`src/adcc_regs.svh`:
```
`ifndef ADCC_REGS_SVH
`define ADCC_REGS_SVH

// register indices; byte address is four times the index
`define ADCC_IDX_CTRL 6'h14
`define ADCC_IDX_CFG 6'h15
`define ADCC_IDX_RESH 6'h16
`define ADCC_IDX_RESL 6'h17
`define ADCC_IDX_IRQ 6'h18

// control register fields
`define ADCC_CTRL_EN 0
`define ADCC_CTRL_GO 2
`define ADCC_CTRL_CHS 4
`define ADCC_CTRL_RST 8'h00

// configuration register fields
`define ADCC_CFG_REF 0
`define ADCC_CFG_PCFG 1
`define ADCC_CFG_FM 5
`define ADCC_CFG_CS 6
`define ADCC_CFG_RST 8'h00

// interrupt register fields
`define ADCC_IRQ_FLAG 0
`define ADCC_IRQ_EN 1

// timing
`define ADCC_CLK_MHZ 25
`define ADCC_DIV8 7'h08
`define ADCC_DIV32 7'h20
`define ADCC_DIV64 7'h40
`define ADCC_RC_PERIOD_NS 2000
`define ADCC_RC_PERIOD_CYC (`ADCC_RC_PERIOD_NS * `ADCC_CLK_MHZ / 1000)
`define ADCC_CONV_PERIODS 4'hc
`define ADCC_GAP_PERIODS 4'h2

`endif

```
`src/adcc_pkg.sv`:
```
package adcc_pkg;
	typedef enum logic [1:0] {
		ADCC_ST_OFF = 2'b00,
		ADCC_ST_ACQ = 2'b01,
		ADCC_ST_CONV = 2'b10,
		ADCC_ST_GAP = 2'b11
	} adcc_state_t;

	typedef enum logic [1:0] {
		ADCC_CK_DIV8 = 2'b00,
		ADCC_CK_DIV32 = 2'b01,
		ADCC_CK_DIV64 = 2'b10,
		ADCC_CK_RC = 2'b11
	} adcc_clksel_t;
endpackage

```
`src/adcc_conv_if.sv`:
```
`timescale 1ns/100ps
`default_nettype none
interface adcc_conv_if;
	import adcc_pkg::*;
	logic run;
	logic start;
	logic cmp;
	adcc_clksel_t sel;
	logic tick;
	logic busy;
	logic done;
	logic sample_en;
	logic [9:0] result;
	logic [9:0] trial;

	modport ctrl (output run, start, cmp, sel, input tick, busy, done, sample_en, result, trial);
	modport tadgen (input run, start, sel, output tick);
	modport sar (input run, start, cmp, tick, output busy, done, sample_en, result, trial);
endinterface
`default_nettype wire

```
`src/adcc_tad_gen.sv`:
```
`timescale 1ns/100ps
`default_nettype none
`include "adcc_regs.svh"
module adcc_period_gen
	import adcc_pkg::*;
(
	// clock and reset
	input wire logic aclk,
	input wire logic aresetn,
	// converter side
	adcc_conv_if.tadgen cif
);
	logic [6:0] period;
	logic [6:0] cnt_q;

	always_comb begin
		case (cif.sel)
			ADCC_CK_DIV8: period = `ADCC_DIV8;
			ADCC_CK_DIV32: period = `ADCC_DIV32;
			ADCC_CK_DIV64: period = `ADCC_DIV64;
			ADCC_CK_RC: period = 7'(`ADCC_RC_PERIOD_CYC);
			default: period = `ADCC_DIV8;
		endcase
	end

	// restart on start so the first period is whole; idle when powered down
	always_ff @(posedge aclk) begin
		if (!aresetn || !cif.run || cif.start) begin
			cnt_q <= 7'h00;
			cif.tick <= 1'b0;
		end else if (cnt_q == period - 7'h01) begin
			cnt_q <= 7'h00;
			cif.tick <= 1'b1;
		end else begin
			cnt_q <= cnt_q + 7'h01;
			cif.tick <= 1'b0;
		end
	end
endmodule
`default_nettype wire

```
`src/adcc_sar.sv`:
```
`timescale 1ns/100ps
`default_nettype none
`include "adcc_regs.svh"
module adcc_sar
	import adcc_pkg::*;
(
	// clock and reset
	input wire logic aclk,
	input wire logic aresetn,
	// converter side
	adcc_conv_if.sar cif
);
	adcc_state_t state_q;
	logic [3:0] cnt_q;
	logic [9:0] trial_q;
	logic [9:0] nxt_trial;
	logic [10:0] cur_w;
	logic [9:0] cur;
	logic [3:0] ticks_q;

	// one bit decided per period, msb first
	always_comb begin
		cur_w = 11'h400 >> cnt_q;
		cur = cur_w[9:0];
		nxt_trial = (cif.cmp ? trial_q : (trial_q & ~cur)) | (cur >> 1);
	end

	always_ff @(posedge aclk) begin
		if (!aresetn) begin
			state_q <= ADCC_ST_OFF;
			cnt_q <= 4'h0;
			cif.done <= 1'b0;
		end else begin
			cif.done <= 1'b0;
			if (!cif.run) begin
				state_q <= ADCC_ST_OFF;
				cnt_q <= 4'h0;
			end else begin
				case (state_q)
					ADCC_ST_OFF: state_q <= ADCC_ST_ACQ;
					ADCC_ST_ACQ: begin
						if (cif.start) begin
							state_q <= ADCC_ST_CONV;
							cnt_q <= 4'h0;
						end
					end
					ADCC_ST_CONV: begin
						if (cif.tick && cnt_q == `ADCC_CONV_PERIODS - 4'h1) begin
							state_q <= ADCC_ST_GAP;
							cnt_q <= 4'h0;
							cif.done <= 1'b1;
						end else if (cif.tick) begin
							cnt_q <= cnt_q + 4'h1;
						end
					end
					ADCC_ST_GAP: begin
						if (cif.tick && cnt_q == `ADCC_GAP_PERIODS - 4'h1) begin
							state_q <= ADCC_ST_ACQ;
							cnt_q <= 4'h0;
						end else if (cif.tick) begin
							cnt_q <= cnt_q + 4'h1;
						end
					end
					default: state_q <= ADCC_ST_OFF;
				endcase
			end
		end
	end

	always_ff @(posedge aclk) begin
		if (!aresetn) begin
			trial_q <= 10'h000;
			cif.result <= 10'h000;
		end else if (state_q == ADCC_ST_CONV && cif.tick) begin
			if (cnt_q == 4'h0) begin
				trial_q <= 10'h200;
			end else if (cnt_q <= 4'ha) begin
				trial_q <= nxt_trial;
			end else begin
				cif.result <= trial_q;
			end
		end
	end

	always_ff @(posedge aclk) begin
		if (!aresetn) begin
			cif.sample_en <= 1'b0;
		end else begin
			cif.sample_en <= cif.run && state_q == ADCC_ST_ACQ && !cif.start;
		end
	end

	assign cif.busy = (state_q == ADCC_ST_CONV);
	assign cif.trial = trial_q;

	// helper: periods seen since start
	always_ff @(posedge aclk) begin
		if (!aresetn || cif.start) begin
			ticks_q <= 4'h0;
		end else if (state_q == ADCC_ST_CONV && cif.tick) begin
			ticks_q <= ticks_q + 4'h1;
		end
	end
endmodule
`default_nettype wire

```
`src/adcc_top.sv`:
```
`timescale 1ns/100ps
`default_nettype none
`include "adcc_regs.svh"
module adcc_top
	import adcc_pkg::*;
(
	// clock and reset
	input wire logic aclk,
	input wire logic aresetn,
	// axi4-lite write address
	input wire logic awvalid,
	output logic awready,
	input wire logic [7:0] awaddr,
	input wire logic [2:0] awprot,
	// axi4-lite write data
	input wire logic wvalid,
	output logic wready,
	input wire logic [31:0] wdata,
	input wire logic [3:0] wstrb,
	// axi4-lite write response
	output logic bvalid,
	input wire logic bready,
	output logic [1:0] bresp,
	// axi4-lite read address
	input wire logic arvalid,
	output logic arready,
	input wire logic [7:0] araddr,
	input wire logic [2:0] arprot,
	// axi4-lite read data
	output logic rvalid,
	input wire logic rready,
	output logic [31:0] rdata,
	output logic [1:0] rresp,
	// analog front end
	input wire logic cmp_in,
	output logic converter_power,
	output logic ref_ext_sel,
	output logic [3:0] channel_sel,
	output logic [15:0] analog_map,
	output logic sample_connect,
	output logic [9:0] dac_code,
	// interrupt request
	output logic conv_irq_req
);
	adcc_conv_if cif ();

	logic [7:0] aw_addr_q;
	logic [7:0] w_data_q;
	logic w_strb_q;
	logic we;
	logic [5:0] w_idx;
	logic [5:0] r_idx;
	logic [5:0] rd_idx_q;
	logic [7:0] rd_d;
	logic rd_ok;
	logic en_q;
	logic go_q;
	logic [3:0] chs_q;
	logic [7:0] cfg_q;
	logic flag_q;
	logic ien_q;
	logic start_q;
	logic cmp_s1_q;
	logic cmp_s2_q;
	logic [15:0] map_d;
	logic [2:0] pcfg;

	assign w_idx = aw_addr_q[7:2];
	assign r_idx = araddr[7:2];
	assign we = !awready && !wready && !bvalid;
	assign pcfg = cfg_q[`ADCC_CFG_PCFG +: 3];

	////////////////////////////////////////////////////////////////////////
	// bus slave

	// address and data taken in either order, held until both are in
	always_ff @(posedge aclk) begin
		if (!aresetn) begin
			awready <= 1'b1;
			wready <= 1'b1;
			aw_addr_q <= 8'h00;
			w_data_q <= 8'h00;
			w_strb_q <= 1'b0;
		end else begin
			if (awvalid && awready) begin
				awready <= 1'b0;
				aw_addr_q <= awaddr;
			end
			if (wvalid && wready) begin
				wready <= 1'b0;
				w_data_q <= wdata[7:0];
				w_strb_q <= wstrb[0];
			end
			if (bvalid && bready) begin
				awready <= 1'b1;
				wready <= 1'b1;
			end
		end
	end

	// response one cycle after both halves are held
	always_ff @(posedge aclk) begin
		if (!aresetn) begin
			bvalid <= 1'b0;
			bresp <= 2'b00;
		end else if (we) begin
			bvalid <= 1'b1;
			bresp <= (w_idx >= `ADCC_IDX_CTRL && w_idx <= `ADCC_IDX_IRQ) ? 2'b00 : 2'b10;
		end else if (bready) begin
			bvalid <= 1'b0;
		end
	end

	// read mux; justification applied at read time
	always_comb begin
		rd_ok = 1'b1;
		case (r_idx)
			`ADCC_IDX_CTRL: rd_d = {chs_q, 1'b0, go_q, 1'b0, en_q};
			`ADCC_IDX_CFG: rd_d = {cfg_q[7:5], 1'b0, cfg_q[3:0]};
			`ADCC_IDX_RESH: rd_d = cfg_q[`ADCC_CFG_FM] ? {6'h00, cif.result[9:8]} : cif.result[9:2];
			`ADCC_IDX_RESL: rd_d = cfg_q[`ADCC_CFG_FM] ? cif.result[7:0] : {cif.result[1:0], 6'h00};
			`ADCC_IDX_IRQ: rd_d = {6'h00, ien_q, flag_q};
			default: begin
				rd_d = 8'h00;
				rd_ok = 1'b0;
			end
		endcase
	end

	// read answer one cycle after the address is taken
	always_ff @(posedge aclk) begin
		if (!aresetn) begin
			arready <= 1'b1;
			rvalid <= 1'b0;
			rdata <= 32'h0000_0000;
			rresp <= 2'b00;
			rd_idx_q <= 6'h00;
		end else if (arvalid && arready) begin
			arready <= 1'b0;
			rvalid <= 1'b1;
			rdata <= {24'h00_0000, rd_d};
			rresp <= rd_ok ? 2'b00 : 2'b10;
			rd_idx_q <= r_idx;
		end else if (rvalid && rready) begin
			arready <= 1'b1;
			rvalid <= 1'b0;
		end
	end

	////////////////////////////////////////////////////////////////////////
	// registers

	always_ff @(posedge aclk) begin
		if (!aresetn) begin
			en_q <= 1'(`ADCC_CTRL_RST);
			chs_q <= 4'h0;
		end else if (we && w_strb_q && w_idx == `ADCC_IDX_CTRL) begin
			en_q <= w_data_q[`ADCC_CTRL_EN];
			chs_q <= w_data_q[`ADCC_CTRL_CHS +: 4];
		end
	end

	// configuration: clock select, format, port map, reference
	always_ff @(posedge aclk) begin
		if (!aresetn) begin
			cfg_q <= `ADCC_CFG_RST;
		end else if (we && w_strb_q && w_idx == `ADCC_IDX_CFG) begin
			cfg_q <= {w_data_q[7:5], 1'b0, w_data_q[3:0]};
		end
	end

	// start only when already powered and acquiring
	// a start written together with the enable is ignored, which also keeps
	// a conversion from running before the reference has settled
	always_ff @(posedge aclk) begin
		if (!aresetn) begin
			start_q <= 1'b0;
			go_q <= 1'b0;
		end else begin
			start_q <= we && w_strb_q && w_idx == `ADCC_IDX_CTRL && w_data_q[`ADCC_CTRL_GO]
				&& en_q && !go_q && cif.sample_en;
			if (!en_q) begin
				go_q <= 1'b0;
			end else if (cif.done) begin
				go_q <= 1'b0;
			end else if (start_q) begin
				go_q <= 1'b1;
			end
		end
	end

	// sticky flag, hardware set beats software clear
	always_ff @(posedge aclk) begin
		if (!aresetn) begin
			flag_q <= 1'b0;
			ien_q <= 1'b0;
		end else begin
			if (we && w_strb_q && w_idx == `ADCC_IDX_IRQ) begin
				ien_q <= w_data_q[`ADCC_IRQ_EN];
				flag_q <= w_data_q[`ADCC_IRQ_FLAG];
			end
			if (cif.done) begin
				flag_q <= 1'b1;
			end
		end
	end

	////////////////////////////////////////////////////////////////////////
	// analog side

	// comparator arrives asynchronously; two stages before use
	always_ff @(posedge aclk) begin
		if (!aresetn) begin
			cmp_s1_q <= 1'b0;
			cmp_s2_q <= 1'b0;
		end else begin
			cmp_s1_q <= cmp_in;
			cmp_s2_q <= cmp_s1_q;
		end
	end

	// top inputs of each group go digital
	genvar gi;
	generate
		for (gi = 0; gi < 16; gi = gi + 1) begin : g_map
			assign map_d[gi] = !(pcfg == 3'h7 || (pcfg != 3'h0 && 4'(gi % 8) >= 4'h8 - {1'b0, pcfg}));
		end
	endgenerate

	// registered pin controls
	always_ff @(posedge aclk) begin
		if (!aresetn) begin
			analog_map <= 16'hffff;
			ref_ext_sel <= 1'b0;
			converter_power <= 1'b0;
			channel_sel <= 4'h0;
			conv_irq_req <= 1'b0;
		end else begin
			analog_map <= map_d;
			ref_ext_sel <= cfg_q[`ADCC_CFG_REF];
			converter_power <= en_q;
			channel_sel <= chs_q;
			conv_irq_req <= flag_q && ien_q;
		end
	end

	assign cif.run = en_q;
	assign cif.start = start_q;
	assign cif.cmp = cmp_s2_q;
	assign cif.sel = adcc_clksel_t'(cfg_q[`ADCC_CFG_CS +: 2]);
	assign sample_connect = cif.sample_en;
	assign dac_code = cif.trial;

	adcc_period_gen u_period (
		.aclk(aclk),
		.aresetn(aresetn),
		.cif(cif.tadgen)
	);

	adcc_sar u_sar (
		.aclk(aclk),
		.aresetn(aresetn),
		.cif(cif.sar)
	);
endmodule
`default_nettype wire

```
`config.mk`:
```
export PLATFORM = sky130hd
export DESIGN_NAME = adcc_top
export DESIGN_NICKNAME = d
export VERILOG_FILES = /design/src/adcc_pkg.sv /design/src/adcc_conv_if.sv /design/src/adcc_tad_gen.sv /design/src/adcc_sar.sv /design/src/adcc_top.sv
export VERILOG_INCLUDE_DIRS = /design/src
export SDC_FILE = /design/constraint.sdc
export NUM_CORES = 1
export LEC_CHECK = 0
export ABC_CLOCK_PERIOD_IN_PS = 1900
export BUFFER_PORTS_ARGS = -buffer_cell sky130_fd_sc_hd__buf_2
export CAP_MARGIN = 10
export CORE_MARGIN = 2
export CORE_UTILIZATION = 39
export DETAILED_ROUTE_END_ITERATION = 12
export PLACE_DENSITY = 0.72
export SYNTH_ARGS = -nofsm -noshare
export SYNTH_HDL_FRONTEND = slang
export SYNTH_HIERARCHICAL = 1
export SYNTH_SLANG_ARGS = --single-unit
```
`constraint.sdc`:
```
create_clock -name aclk -period 1.9 [get_ports aclk]
set_input_delay 0.285 -clock aclk [delete_from_list [all_inputs] [get_ports aclk]]
set_output_delay 0.285 -clock aclk [all_outputs]
set_load 0.01 [all_outputs]
```
-- After elaboration in Yosys (flattened, before gate mapping)
Index checks and enable logic that the tools add are counted.
- register bits: 111
- word-level logic and storage cells: 180
- $add $sub $neg: 4
- magnitude comparators: 11
- eq/ne operators: 21
- shifts and indexed selects: 1
- mux-type cells: 29
- bitwise logic cells: 7
- reductions and logical operators: 74
- operator list (kind ; number):
    $eq 6x5->1 const B ; 8
    $pmux 8 s5 ; 1
    $logic_and 1x1->1 ; 30
    $mux 10 ; 3
    $pmux 7 s4 ; 1
    $ge 3x4->1 const A ; 4
    $mux 4 ; 4
    $mux 8 ; 2
    $logic_not 1->1 ; 15
    $pmux 4 s3 ; 1
    $mux 1 ; 11
    $shr 11x4->10 const A ; 1
    $and 10x10->10 ; 1
    $logic_or 1x1->1 ; 10
    $mux 2 ; 5
    $not 10->10 ; 1
    $or 10x9->10 ; 1
    $reduce_and 3->1 ; 3
    $eq 2x2->1 const B ; 4
    $ge 1x4->1 const A ; 2
    $ge 2x4->1 const A ; 2
    $pmux 2 s4 ; 1
    $reduce_bool 2->1 ; 4
    $add 7x1->7 const B ; 1
    21 further kinds ; 31

-- Logic depth before layout (Yosys ltp)
Gate-level depths: netlist of run 1.
- depth in word-level cells: 9
- gate-level depth with buffers: 7

-- Cells and area by module
Netlist of run 1, hierarchy kept.
- modules (own cells, without submodules) (module ; times used ; cells an instance ; area an instance (um2)):
    adcc_top ; 1 ; 329 ; 2916.5
    adcc_sar ; 1 ; 156 ; 1450.1
    adcc_period_gen ; 1 ; 46 ; 459.2

-- Worst setup path before layout of run 1
Ideal clock, no wire load.
- kind: reg-to-reg
- start point: reg awready
- end point: reg cfg_q[5]
- setup time: 115 ps
- arrival time: 1794 ps
- required time: 1785 ps
- setup slack: -8 ps
- stages on the path, launching flop included: 7
- path buffers: 2
- clock period less this slack: 1908 ps
- path through: dfxtp_1 -> buf_6 -> or4b_4 -> or4b_4 -> buf_6 -> nand3_2 -> o21ai_2
- longest elaborated chain between the ends: 5
- ends and longest elaborated chain (item ; RTL line ; source):
    from (decl) ; adcc_top.sv:12 ; output logic awready,
    from (signal assigned) ; adcc_top.sv:79 ; awready <= 1'b1;
    from (signal assigned) ; adcc_top.sv:86 ; awready <= 1'b0;
    from (signal assigned) ; adcc_top.sv:95 ; awready <= 1'b1;
    $logic_not 1->1 ; adcc_top.sv:70 ; assign we = !awready && !wready && !bvalid;
    $logic_and 1x1->1 (2 in series) ; adcc_top.sv:70 ;
    $logic_and 1x1->1 ; adcc_top.sv:167 ; end else if (we && w_strb_q && w_idx == `ADCC_IDX_CFG) begin
    $logic_and 1x1->1 (no line) ; n/a ;
    to (signal assigned) ; adcc_top.sv:166 ; cfg_q <= `ADCC_CFG_RST;
    to (signal assigned) ; adcc_top.sv:168 ; cfg_q <= {w_data_q[7:5], 1'b0, w_data_q[3:0]};
    to (decl) ; adcc_top.sv:59 ; logic [7:0] cfg_q;
Every way passes these cells.
A chain may end at the register's enable or synchronous reset.

-- Worst setup path in the final report of run 1
- start point: reg bvalid
- end point: reg cfg_q[1]
- longest elaborated chain between the ends: 4
- ends and longest elaborated chain (item ; RTL line ; source):
    from (decl) ; adcc_top.sv:21 ; output logic bvalid,
    from (signal assigned) ; adcc_top.sv:104 ; bvalid <= 1'b0;
    from (signal assigned) ; adcc_top.sv:107 ; bvalid <= 1'b1;
    from (signal assigned) ; adcc_top.sv:110 ; bvalid <= 1'b0;
    $logic_not 1->1 ; adcc_top.sv:70 ;
    $logic_and 1x1->1 ; adcc_top.sv:70 ;
    $logic_and 1x1->1 ; adcc_top.sv:167 ;
    $logic_and 1x1->1 (no line) ; n/a ;
Every way passes these cells.

==> results of run 1 <==
[critical path, cell delays in order (launching register included)]
cell	delay, ns
dfxtp_1	0.32
or4b_4	0.58
or4b_4	0.63
nand3_1	0.13
o21ai_2	0.06
[state kept, by name (all words and copies together) (netlist names), 2 cells and up]
signal,flops
analog_map,8
aw_addr_q,6
cfg_q,7
channel_sel,4
chs_q,4
rdata,8
u_period/cnt_q,7
u_sar/cif.result,10
u_sar/cif.trial,10
u_sar/cnt_q,4
u_sar/state_q,2
w_data_q,8
[routing by layer]
layer	share of wire, %	GRT usage, %	vias up
met4	2.8	8.27	0
li1	-	-	1954
met5	0	0	-
met3	4.9	3.74	18
met2	48	27.5	99
met1	45	20.4	1841
[synth_stat cells, types with 10 or more instances]
cell type,n,area (um2)
a21oi_1,10,50.1
dfxtp_1,99,1980
a21boi_0,19,143
inv_1,23,86.3
nand2_1,50,188
ha_1,21,263
nor2b_1,11,68.8
nor2_1,34,128
nand3_1,40,200
o21ai_0,21,105
clkbuf_1,12,45.0
mux2i_1,18,180
buf_4,37,278
[logic make-up (layout without fill, tap and decap cells)]
logic type	Yosys count	in the layout	synth area share, %
other cells	1	26	0.0777
simple gates	192	193	21.6
compound gates	103	103	15.4
xor+xnor	12	12	2.18
mux	22	22	4.67
flops	99	99	41.1
fa+ha+maj	21	21	5.44
buf+inv	81	138	9.59
[power groups by stage]
| stage | Combinational (W) | Sequential (W) | Clock, W |
|---|---|---|---|
| global placement | 0.000224 | 0.00218 | 0 |
| finish | 0.000230 | 0.00213 | 0.00166 |
| CTS | 0.000229 | 0.00213 | 0.00170 |
| global route | 0.000257 | 0.00213 | 0.00179 |
| floorplan | 0.000174 | 0.00218 | 0 |
| detailed placement | 0.000228 | 0.00218 | 0 |
[worst max-delay path by stage]
stage	startpoint	endpoint	slack, ns	depth (start not counted)
final	bvalid$_SDFFE_PN0P_	cfg_q[1]$_SDFFE_PN0P_	0.07	4
after global routing	bvalid$_SDFFE_PN0P_	cfg_q[1]$_SDFFE_PN0P_	0.02	4
after floorplan	awready$_SDFFE_PP1P_	cfg_q[5]$_SDFFE_PN0P_	0.004	6
after global placement	bvalid$_SDFFE_PN0P_	cfg_q[7]$_SDFFE_PN0P_	0.07	4
after CTS	bvalid$_SDFFE_PN0P_	cfg_q[1]$_SDFFE_PN0P_	0.03	4
after detailed placement	bvalid$_SDFFE_PN0P_	cfg_q[1]$_SDFFE_PN0P_	0.04	4
[area by class of cell]
cell class                      count  area (um2)
Inverter                           23        86.3
Multi-Input combinational cell    377        2490
Sequential cell                    99        1980
Tap cell                          168         210
Fill cell                        1147        6470
Clock buffer                       12         236
Timing Repair Buffer              100         558
Clock inverter                      3        25.0
[cell usage in the layout (no fill, tap or decap), drive strengths merged, types with 4 or more instances in the layout]
master / count
nor2b: 11
a21boi: 19
and2: 7
nand2: 50
nand3: 42
a211oi: 6
inv: 24
xnor2: 9
nor2: 34
mux2i: 18
and3: 5
dfxtp: 99
a32o: 6
ha: 21
mux2: 4
a22o: 5
conb: 26
o21ai: 30
a21oi: 12
clkbuf: 12
or4b: 4
buf: 100
nor3: 9
nand2b: 6
[through the flow]
step	instance area [um2]	util, %	instances	power [W]
after floorplan	4920	-	556	0.00235
after global routing	5590	46.3	782	0.00418
after global placement	5310	44.0	766	0.00240
after detailed placement	5310	44.0	766	0.00241
after CTS	5570	46.2	781	0.00406
final	5590	46.3	782	0.00403
==> flow_metrics.env, run 1 <==
export IMPL_p_per_area_mw_per_mm2=720
export IMPL_setup_ws_ns=0.0727
export IMPL_avgSynthCellArea_um2=9.09
export IMPL_setup_viol=0
export IMPL_grt_util_all_layers_pct=16.6
export IMPL_drv_slew=0
export IMPL_worstHoldStart="cmp_in"
export IMPL_fin_crit_ns=1.83
export IMPL_die_w_um=115
export IMPL_reg2regPathDepth=4
export IMPL_whs_path_depth=2
export IMPL_antenna_cells=0
export IMPL_netSwitchingFraction_pct=23.4
export IMPL_clock_latency_ns=0.35
export IMPL_combPwrFrac_pct=5.7
export IMPL_skew_ns=0.00587
export IMPL_status="finished, final reports clean"
export IMPL_whs_ns=0.136
export IMPL_drive_gt1_share_pct=23.1
export IMPL_synthFlopType="dfxtp_1"
export IMPL_intPower_w=0.00308
export IMPL_die_area_mm2=0.0133
export IMPL_r2r_start="bvalid$_SDFFE_PN0P_"
export IMPL_fmax_ghz=0.547
export IMPL_cts_path_max_buffers=2
export IMPL_htree_levels=3
export IMPL_clock_sinks=99
export IMPL_cts_setup_buffers=0
export IMPL_regToRegSetupSlack_ns=0.07
export IMPL_drt_antenna_violating_nets=0
export IMPL_cts_root_buffer="clkbuf_16"
export IMPL_port_buffers=77
export IMPL_startpoint_type="flop"
export IMPL_grt_pass1_vias=3645
export IMPL_antenna_found_initial=0
export IMPL_fin_crit_sh_pct=96.2
export IMPL_hold_class="in -> reg"
export IMPL_p_clk_share_pct=41.3
export IMPL_yosys_warnings=6
export IMPL_die_h_um=115
export IMPL_hold_viol=0
export IMPL_holdBufCountCts=0
export IMPL_p_switching_w=0.000943
export IMPL_std_cell_rows=40
export IMPL_synth_seq_cells=99
export IMPL_dpl_hpwl_um=8130
export IMPL_drtPass1Iterations=4
export IMPL_cp_required_ns=2.14
export IMPL_ir_drop_mv=0.441
export IMPL_grt_max_degree=22
export IMPL_crit_path_end_kind="flop"
export IMPL_critical_path_class="reg -> reg"
export IMPL_ctsResizeCount=0
export IMPL_p_seq_share_pct=53.0
export IMPL_num_vias=3912
export IMPL_drtIter0Drc=259
export IMPL_clk_pin_slew_ns=0.07
export IMPL_whs_endpoint="cmp_s1_q$_SDFF_PN0_"
export IMPL_grt_pass1_wl_um=17200
export IMPL_rsz0062_at_grt="no"
export IMPL_drc=0
export IMPL_final_nets=697
export IMPL_synth_area_mm2=0.00483
export IMPL_io_pins=141
export IMPL_post_drt_wl_per_cell_um=13.9
export IMPL_drt_total_wl_um=10900
export IMPL_numCtsBuffers=9
export IMPL_place_congestion=0.856
export IMPL_start_util_pct=40.0
export IMPL_tns_ns=0
export IMPL_seq_area_frac_synth_pct=41.1
export IMPL_area_growth_pct=15.8
export IMPL_avgViaCountPerCell=5.00
export IMPL_post_place_ws_ns=0.0446
export IMPL_cp_max_fo=7
export IMPL_cp_arrival_ns=2.07
export IMPL_synth_edf_count=0
export IMPL_ys_types=64
export IMPL_reg2reg_to="cfg_q[1]$_SDFFE_PN0P_"
export IMPL_maxCapViolCount=0
export IMPL_tritoncts="yes"
export IMPL_async_flop_share_pct=0
export IMPL_synthCells=531
export IMPL_core_area_mm2=0.0121
export IMPL_p_leak_nw=2.33
export IMPL_grt_overflow=0
No activity file was read; power rests on OpenSTA's default activity.
==> run 2, diff against run 1 <==
--- a/config.mk
+++ b/config.mk
@@ -13,6 +13,7 @@
 export CORE_UTILIZATION = 39
 export DETAILED_ROUTE_END_ITERATION = 12
 export PLACE_DENSITY = 0.72
+export REMOVE_ABC_BUFFERS = 1
 export SYNTH_ARGS = -nofsm -noshare
 export SYNTH_HDL_FRONTEND = slang
 export SYNTH_HIERARCHICAL = 1
==> flow_metrics.env, run 2 (same netlist as run 1, synthesis figures left out) <==
export IMPL_cp_max_fo=14
export IMPL_num_vias=3849
export IMPL_grt_pass1_wl_um=17400
export IMPL_fin_crit_sh_pct=95.7
export IMPL_p_leak_nw=2.35
export IMPL_clock_latency_ns=0.34
export IMPL_tns_ns=0
export IMPL_post_drt_wl_per_cell_um=13.5
export IMPL_p_switching_w=0.000912
export IMPL_cts_root_buffer="clkbuf_16"
export IMPL_port_buffers=77
export IMPL_ctsResizeCount=0
export IMPL_reg2reg_to="cfg_q[7]$_SDFFE_PN0P_"
export IMPL_fin_crit_ns=1.82
export IMPL_netSwitchingFraction_pct=21.3
export IMPL_skew_ns=0.00792
export IMPL_tritoncts="yes"
export IMPL_die_w_um=115
export IMPL_grt_max_degree=39
export IMPL_p_per_area_mw_per_mm2=762
export IMPL_combPwrFrac_pct=5.2
export IMPL_core_area_mm2=0.0121
export IMPL_cp_required_ns=2.13
export IMPL_rsz0062_at_grt="no"
export IMPL_clk_pin_slew_ns=0.06
export IMPL_status="finished, final reports clean"
export IMPL_clock_sinks=99
export IMPL_cp_arrival_ns=2.05
export IMPL_slowest_stage="or4b_4"
export IMPL_crit_path_end_kind="flop"
export IMPL_grt_pass1_vias=3675
export IMPL_final_nets=694
export IMPL_multi_input_area_mm2=0.00247
export IMPL_regToRegSetupSlack_ns=0.08
export IMPL_critical_path_class="reg -> reg"
export IMPL_stdcell_area_mm2=0.00563
export IMPL_numCtsBuffers=9
export IMPL_p_clk_share_pct=45.1
export IMPL_setup_viol=0
export IMPL_drc=0
export IMPL_final_util_pct=46.6
export IMPL_drive_gt1_share_pct=22.9
export IMPL_dpl_hpwl_um=8080
export IMPL_place_congestion=0.836
export IMPL_crit_start="bvalid$_SDFFE_PN0P_"
export IMPL_p_seq_share_pct=49.7
export IMPL_die_h_um=115
export IMPL_start_util_pct=40.0
export IMPL_holdBufCountCts=0
export IMPL_hold_viol=0
export IMPL_drv_slew=0
export IMPL_hold_class="in -> reg"
export IMPL_drt_total_wl_um=10500
export IMPL_antenna_cells=0
export IMPL_layout_commonest_cell="dfxtp_1"
export IMPL_register_area_mm2=0.00198
export IMPL_fillers=1158
export IMPL_fin_cells=779
export IMPL_grt_util_all_layers_pct=16.3
export IMPL_worstHoldStart="cmp_in"
export IMPL_cts_path_max_buffers=2
export IMPL_std_cell_rows=40
export IMPL_reg2regPathDepth=4
export IMPL_drt_antenna_violating_nets=0
export IMPL_most_common_layout_cells="99 x dfxtp_1, 77 x buf_2, 50 x nand2_1, 40 x nand3_1, 34 x nor2_1"
export IMPL_placed_area_mm2=0.00531
export IMPL_avgViaCountPerCell=4.94
export IMPL_drtPass1Iterations=4
export IMPL_fmax_ghz=0.550
export IMPL_whs_path_depth=2
export IMPL_drtIter0Drc=278
export IMPL_die_area_mm2=0.0133
export IMPL_whs_endpoint="cmp_s1_q$_SDFF_PN0_"
export IMPL_startpoint_type="flop"
export IMPL_r2r_start="bvalid$_SDFFE_PN0P_"
export IMPL_max_stage_delay_ns=0.63
export IMPL_ir_drop_mv=0.494
export IMPL_path_common_cell="or4b_4"
export IMPL_antenna_found_initial=0
export IMPL_grt_overflow=0
export IMPL_worstPathCellList="or4b_4 -> or4b_4 -> nand3_1 -> o21ai_2"
export IMPL_htree_levels=3
export IMPL_cts_setup_buffers=0
export IMPL_path_delay_family="simple AND/OR/NAND/NOR gates"
export IMPL_io_pins=141
export IMPL_place_inst=764
export IMPL_setup_ws_ns=0.0818
export IMPL_intPower_w=0.00337
export IMPL_area_growth_pct=16.6
export IMPL_post_place_ws_ns=0.0524
export IMPL_crit_buf_inv=0
export IMPL_maxCapViolCount=0
-- run 2: stage by stage --
stage	hold WS (ns)	total power [W]
4_1_cts	0.134	0.00433
3_3_place_gp	0.415	0.00239
2_1_floorplan	0.361	0.00228
5_1_grt	0.138	0.00443
3_5_place_dp	0.422	0.00240
6_report	0.146	0.00428
-- run 2: area by class of cell --
class / instances / share of cell area [%]
multi-input cells: 376 / 44.0
flip-flops and latches: 99 / 35.2
repair buffers: 98 / 9.87
clock buffers: 11 / 4.31
well taps: 168 / 3.74
inverters: 23 / 1.53
clock inverters: 4 / 1.33
-- run 2: how the worst max path moves through the flow --
stage                                       end  slack (ns)  cells past startpoint
after floorplan           cfg_q[1]$_SDFFE_PN0P_       -0.03                      4
after global placement    cfg_q[1]$_SDFFE_PN0P_        0.07                      4
after detailed placement  cfg_q[2]$_SDFFE_PN0P_        0.05                      4
after CTS                 cfg_q[7]$_SDFFE_PN0P_        0.04                      4
after global routing      cfg_q[7]$_SDFFE_PN0P_        0.03                      4
final                     cfg_q[7]$_SDFFE_PN0P_        0.08                      4
-- run 2: routing by layer --
layer	up-vias	routed length (um)	track usage [%]
met2	98	4960	26.7
li1	1953	-	-
met5	-	0	0
met4	0	233	6.27
met3	20	508	3.69
met1	1778	4810	21.0
-- run 2: power groups by stage --
stage	Clock [W]	Sequential, W	Combinational, W
2_1_floorplan	0	0.00218	0.0000953
3_3_place_gp	0	0.00218	0.000217
3_5_place_dp	0	0.00218	0.000223
4_1_cts	0.00197	0.00213	0.000224
5_1_grt	0.00205	0.00213	0.000252
6_report	0.00193	0.00213	0.000223
==> run 3, diff against run 2 <==
--- a/config.mk
+++ b/config.mk
@@ -6,6 +6,7 @@
 export SDC_FILE = /design/constraint.sdc
 export NUM_CORES = 1
 export LEC_CHECK = 0
+export ABC_AREA = 1
 export ABC_CLOCK_PERIOD_IN_PS = 1900
 export BUFFER_PORTS_ARGS = -buffer_cell sky130_fd_sc_hd__buf_2
 export CAP_MARGIN = 10
@@ -14,6 +15,7 @@
 export DETAILED_ROUTE_END_ITERATION = 12
 export PLACE_DENSITY = 0.72
 export REMOVE_ABC_BUFFERS = 1
+export SKIP_LAST_GASP = 1
 export SYNTH_ARGS = -nofsm -noshare
 export SYNTH_HDL_FRONTEND = slang
 export SYNTH_HIERARCHICAL = 1
==> flow_metrics.env, run 3 <==
export IMPL_cp_arrival_ns=1.88
export IMPL_fin_crit_ns=1.65
export IMPL_fmax_ghz=0.606
export IMPL_synth_top_area_share_pct=39.9
export IMPL_start_util_pct=39.7
export IMPL_most_common_layout_cells="133 x nand2_1, 99 x dfxtp_1, 77 x buf_2, 75 x inv_1, 73 x nor2_1"
export IMPL_p_switching_w=0.00101
export IMPL_p_clk_share_pct=43.9
export IMPL_worstHoldStart="cmp_in"
export IMPL_ir_drop_mv=0.454
export IMPL_hold_class="in -> reg"
export IMPL_core_area_mm2=0.0125
export IMPL_synthFlopType="dfxtp_1"
export IMPL_clock_latency_ns=0.34
export IMPL_dpl_hpwl_um=7860
export IMPL_yosys_top_cells_area="dfxtp_1 40%, nand2_1 10%, inv_1 5.7%, nor2_1 5.5%, buf_4 5.3%"
export IMPL_synth_area_mm2=0.00497
export IMPL_yosys_warnings=6
export IMPL_rsz0062_at_grt="no"
export IMPL_area_growth_pct=13.9
export IMPL_avgSynthCellArea_um2=7.45
export IMPL_std_cell_rows=41
export IMPL_stdcell_area_mm2=0.00566
export IMPL_register_area_mm2=0.00198
export IMPL_fillers=1304
export IMPL_r2r_start="u_sar/cnt_q[0]$_SDFFE_PN0P_"
export IMPL_numCtsBuffers=9
export IMPL_grt_util_all_layers_pct=15.6
export IMPL_skew_ns=0.00692
export IMPL_die_area_mm2=0.0137
export IMPL_cts_root_buffer="clkbuf_16"
export IMPL_synth_top_area_cell="dfxtp_1"
export IMPL_worstPathCellList="inv_1 -> ha_1 -> nand3_4 -> nand3_2 -> o21ai_1 -> a21oi_1"
export IMPL_tns_ns=0
export IMPL_synthCells=667
export IMPL_synth_edf_count=0
export IMPL_netSwitchingFraction_pct=23.8
export IMPL_io_pins=141
export IMPL_place_congestion=0.898
export IMPL_synth_common_cells="133 x nand2_1, 99 x dfxtp_1, 75 x inv_1, 73 x nor2_1, 46 x a21oi_1"
export IMPL_holdBufCountCts=0
export IMPL_drtIter0Drc=229
export IMPL_die_w_um=117
export IMPL_setup_viol=0
export IMPL_port_buffers=77
export IMPL_hold_viol=0
export IMPL_antenna_found_initial=0
export IMPL_clk_pin_slew_ns=0.07
export IMPL_combPwrFrac_pct=5.5
export IMPL_grt_pass1_wl_um=17000
export IMPL_p_per_area_mw_per_mm2=749
export IMPL_grt_pass1_vias=3659
export IMPL_placed_area_mm2=0.00536
export IMPL_drc=0
export IMPL_p_seq_share_pct=50.6
export IMPL_drtPass1Iterations=4
export IMPL_drt_antenna_violating_nets=0
export IMPL_intPower_w=0.00323
export IMPL_max_stage_delay_ns=0.40
export IMPL_cp_required_ns=2.13
export IMPL_crit_path_end_kind="flop"
export IMPL_startpoint_type="flop"
export IMPL_ctsResizeCount=0
export IMPL_layout_commonest_cell="nand2_1"
export IMPL_post_drt_wl_per_cell_um=11.3
export IMPL_drt_total_wl_um=10400
export IMPL_final_nets=825
export IMPL_cp_max_fo=20
export IMPL_crit_buf_inv=1
export IMPL_path_delay_family="simple AND/OR/NAND/NOR gates"
export IMPL_cts_setup_buffers=0
export IMPL_tritoncts="yes"
export IMPL_p_leak_nw=2.59
export IMPL_drive_gt1_share_pct=19.5
export IMPL_htree_levels=3
export IMPL_grt_max_degree=30
export IMPL_cts_path_max_buffers=2
export IMPL_fin_crit_sh_pct=86.9
export IMPL_critical_path_class="reg -> reg"
export IMPL_avgViaCountPerCell=4.50
export IMPL_crit_start="u_sar/cnt_q[0]$_SDFFE_PN0P_"
export IMPL_multi_input_area_mm2=0.00240
export IMPL_drv_slew=0
export IMPL_seq_area_frac_synth_pct=39.9
export IMPL_status="finished, final reports clean"
export IMPL_slowest_stage="dfxtp_1"
export IMPL_num_vias=4121
export IMPL_ys_types=37
export IMPL_die_h_um=117
export IMPL_async_flop_share_pct=0
export IMPL_yosysMostFrequentCell="nand2_1"
export IMPL_maxCapViolCount=0
export IMPL_clock_sinks=99
export IMPL_antenna_cells=0
export IMPL_grt_overflow=0
export IMPL_synth_seq_cells=99
## run 3: changes by cell type in the layout (fill, tap and decap cells not counted), sizes merged, moves of 11 or more
cell	change
a21boi	-19
a21oi	+36
buf	-15
inv	+63
mux2i	-18
nand2	+95
nor2	+55
nor2b	-11
o21ai	+32
## run 3: final timing paths
| path | to | slack, ns | depth (start not counted) |
|---|---|---|---|
| max | u_sar/cif.result[1]$_SDFFE_PN0P_ | 0.25 | 6 |
| min | cmp_s1_q$_SDFF_PN0_ | 0.12 | 3 |
| max reg2reg | u_sar/cif.result[1]$_SDFFE_PN0P_ | 0.25 | 6 |
| min reg2reg | cif.cmp$_SDFF_PN0_ | 0.44 | 2 |
## run 3: worst min-delay path: stages
cell and delay (ns):
buf_2 0.08, nand2_1 0.04, inv_1 0.04
## run 3: cell families (layout without fill, tap and decap cells)
group / after synthesis / after routing / share of synthesized area [%]
other cells: 1 / 26 / 0.0755
compound gates: 117 / 117 / 12.5
buf+inv: 134 / 185 / 13.7
xor+xnor: 6 / 6 / 1.06
fa+ha+maj: 21 / 21 / 5.29
simple gates: 289 / 289 / 27.4
flops: 99 / 99 / 39.9
## run 3: area by class of cell
type                    instances  share of cell area, %
inverters                      86                   5.84
repair buffers                 83                   7.61
clock inverters                 6                   1.26
clock buffers                  10                   4.05
multi-input cells             459                   42.4
flip-flops and latches         99                   35.0
well taps                     172                   3.81
## run 3: routing by layer
layer	up-vias	share of wire, %	GRT usage, %
met5	-	0	0
met4	0	1.8	6.43
met3	16	4.6	3.24
met2	69	45	24.3
met1	1825	48	21.0
li1	2211	-	-
## run 3: power groups by stage
stage                     Combinational [W]  Sequential, W  Clock, W
after detailed placement           0.000235        0.00219         0
after CTS                          0.000235        0.00214   0.00190
after global routing               0.000271        0.00215   0.00198
after global placement             0.000232        0.00219         0
final                              0.000234        0.00214   0.00186
after floorplan                    0.000139        0.00219         0
## run 3: per-stage QoR
stage	hold slack, ns	std cells	setup WS, ns	power [W]	util, %
global placement	0.424	899	0.339	0.00242	42.8
global route	0.136	915	0.0804	0.00440	45.2
floorplan	0.354	644	0.495	0.00233	-
detailed placement	0.424	899	0.285	0.00243	42.8
CTS	0.122	915	0.261	0.00427	45.2
finish	0.125	915	0.250	0.00423	45.2
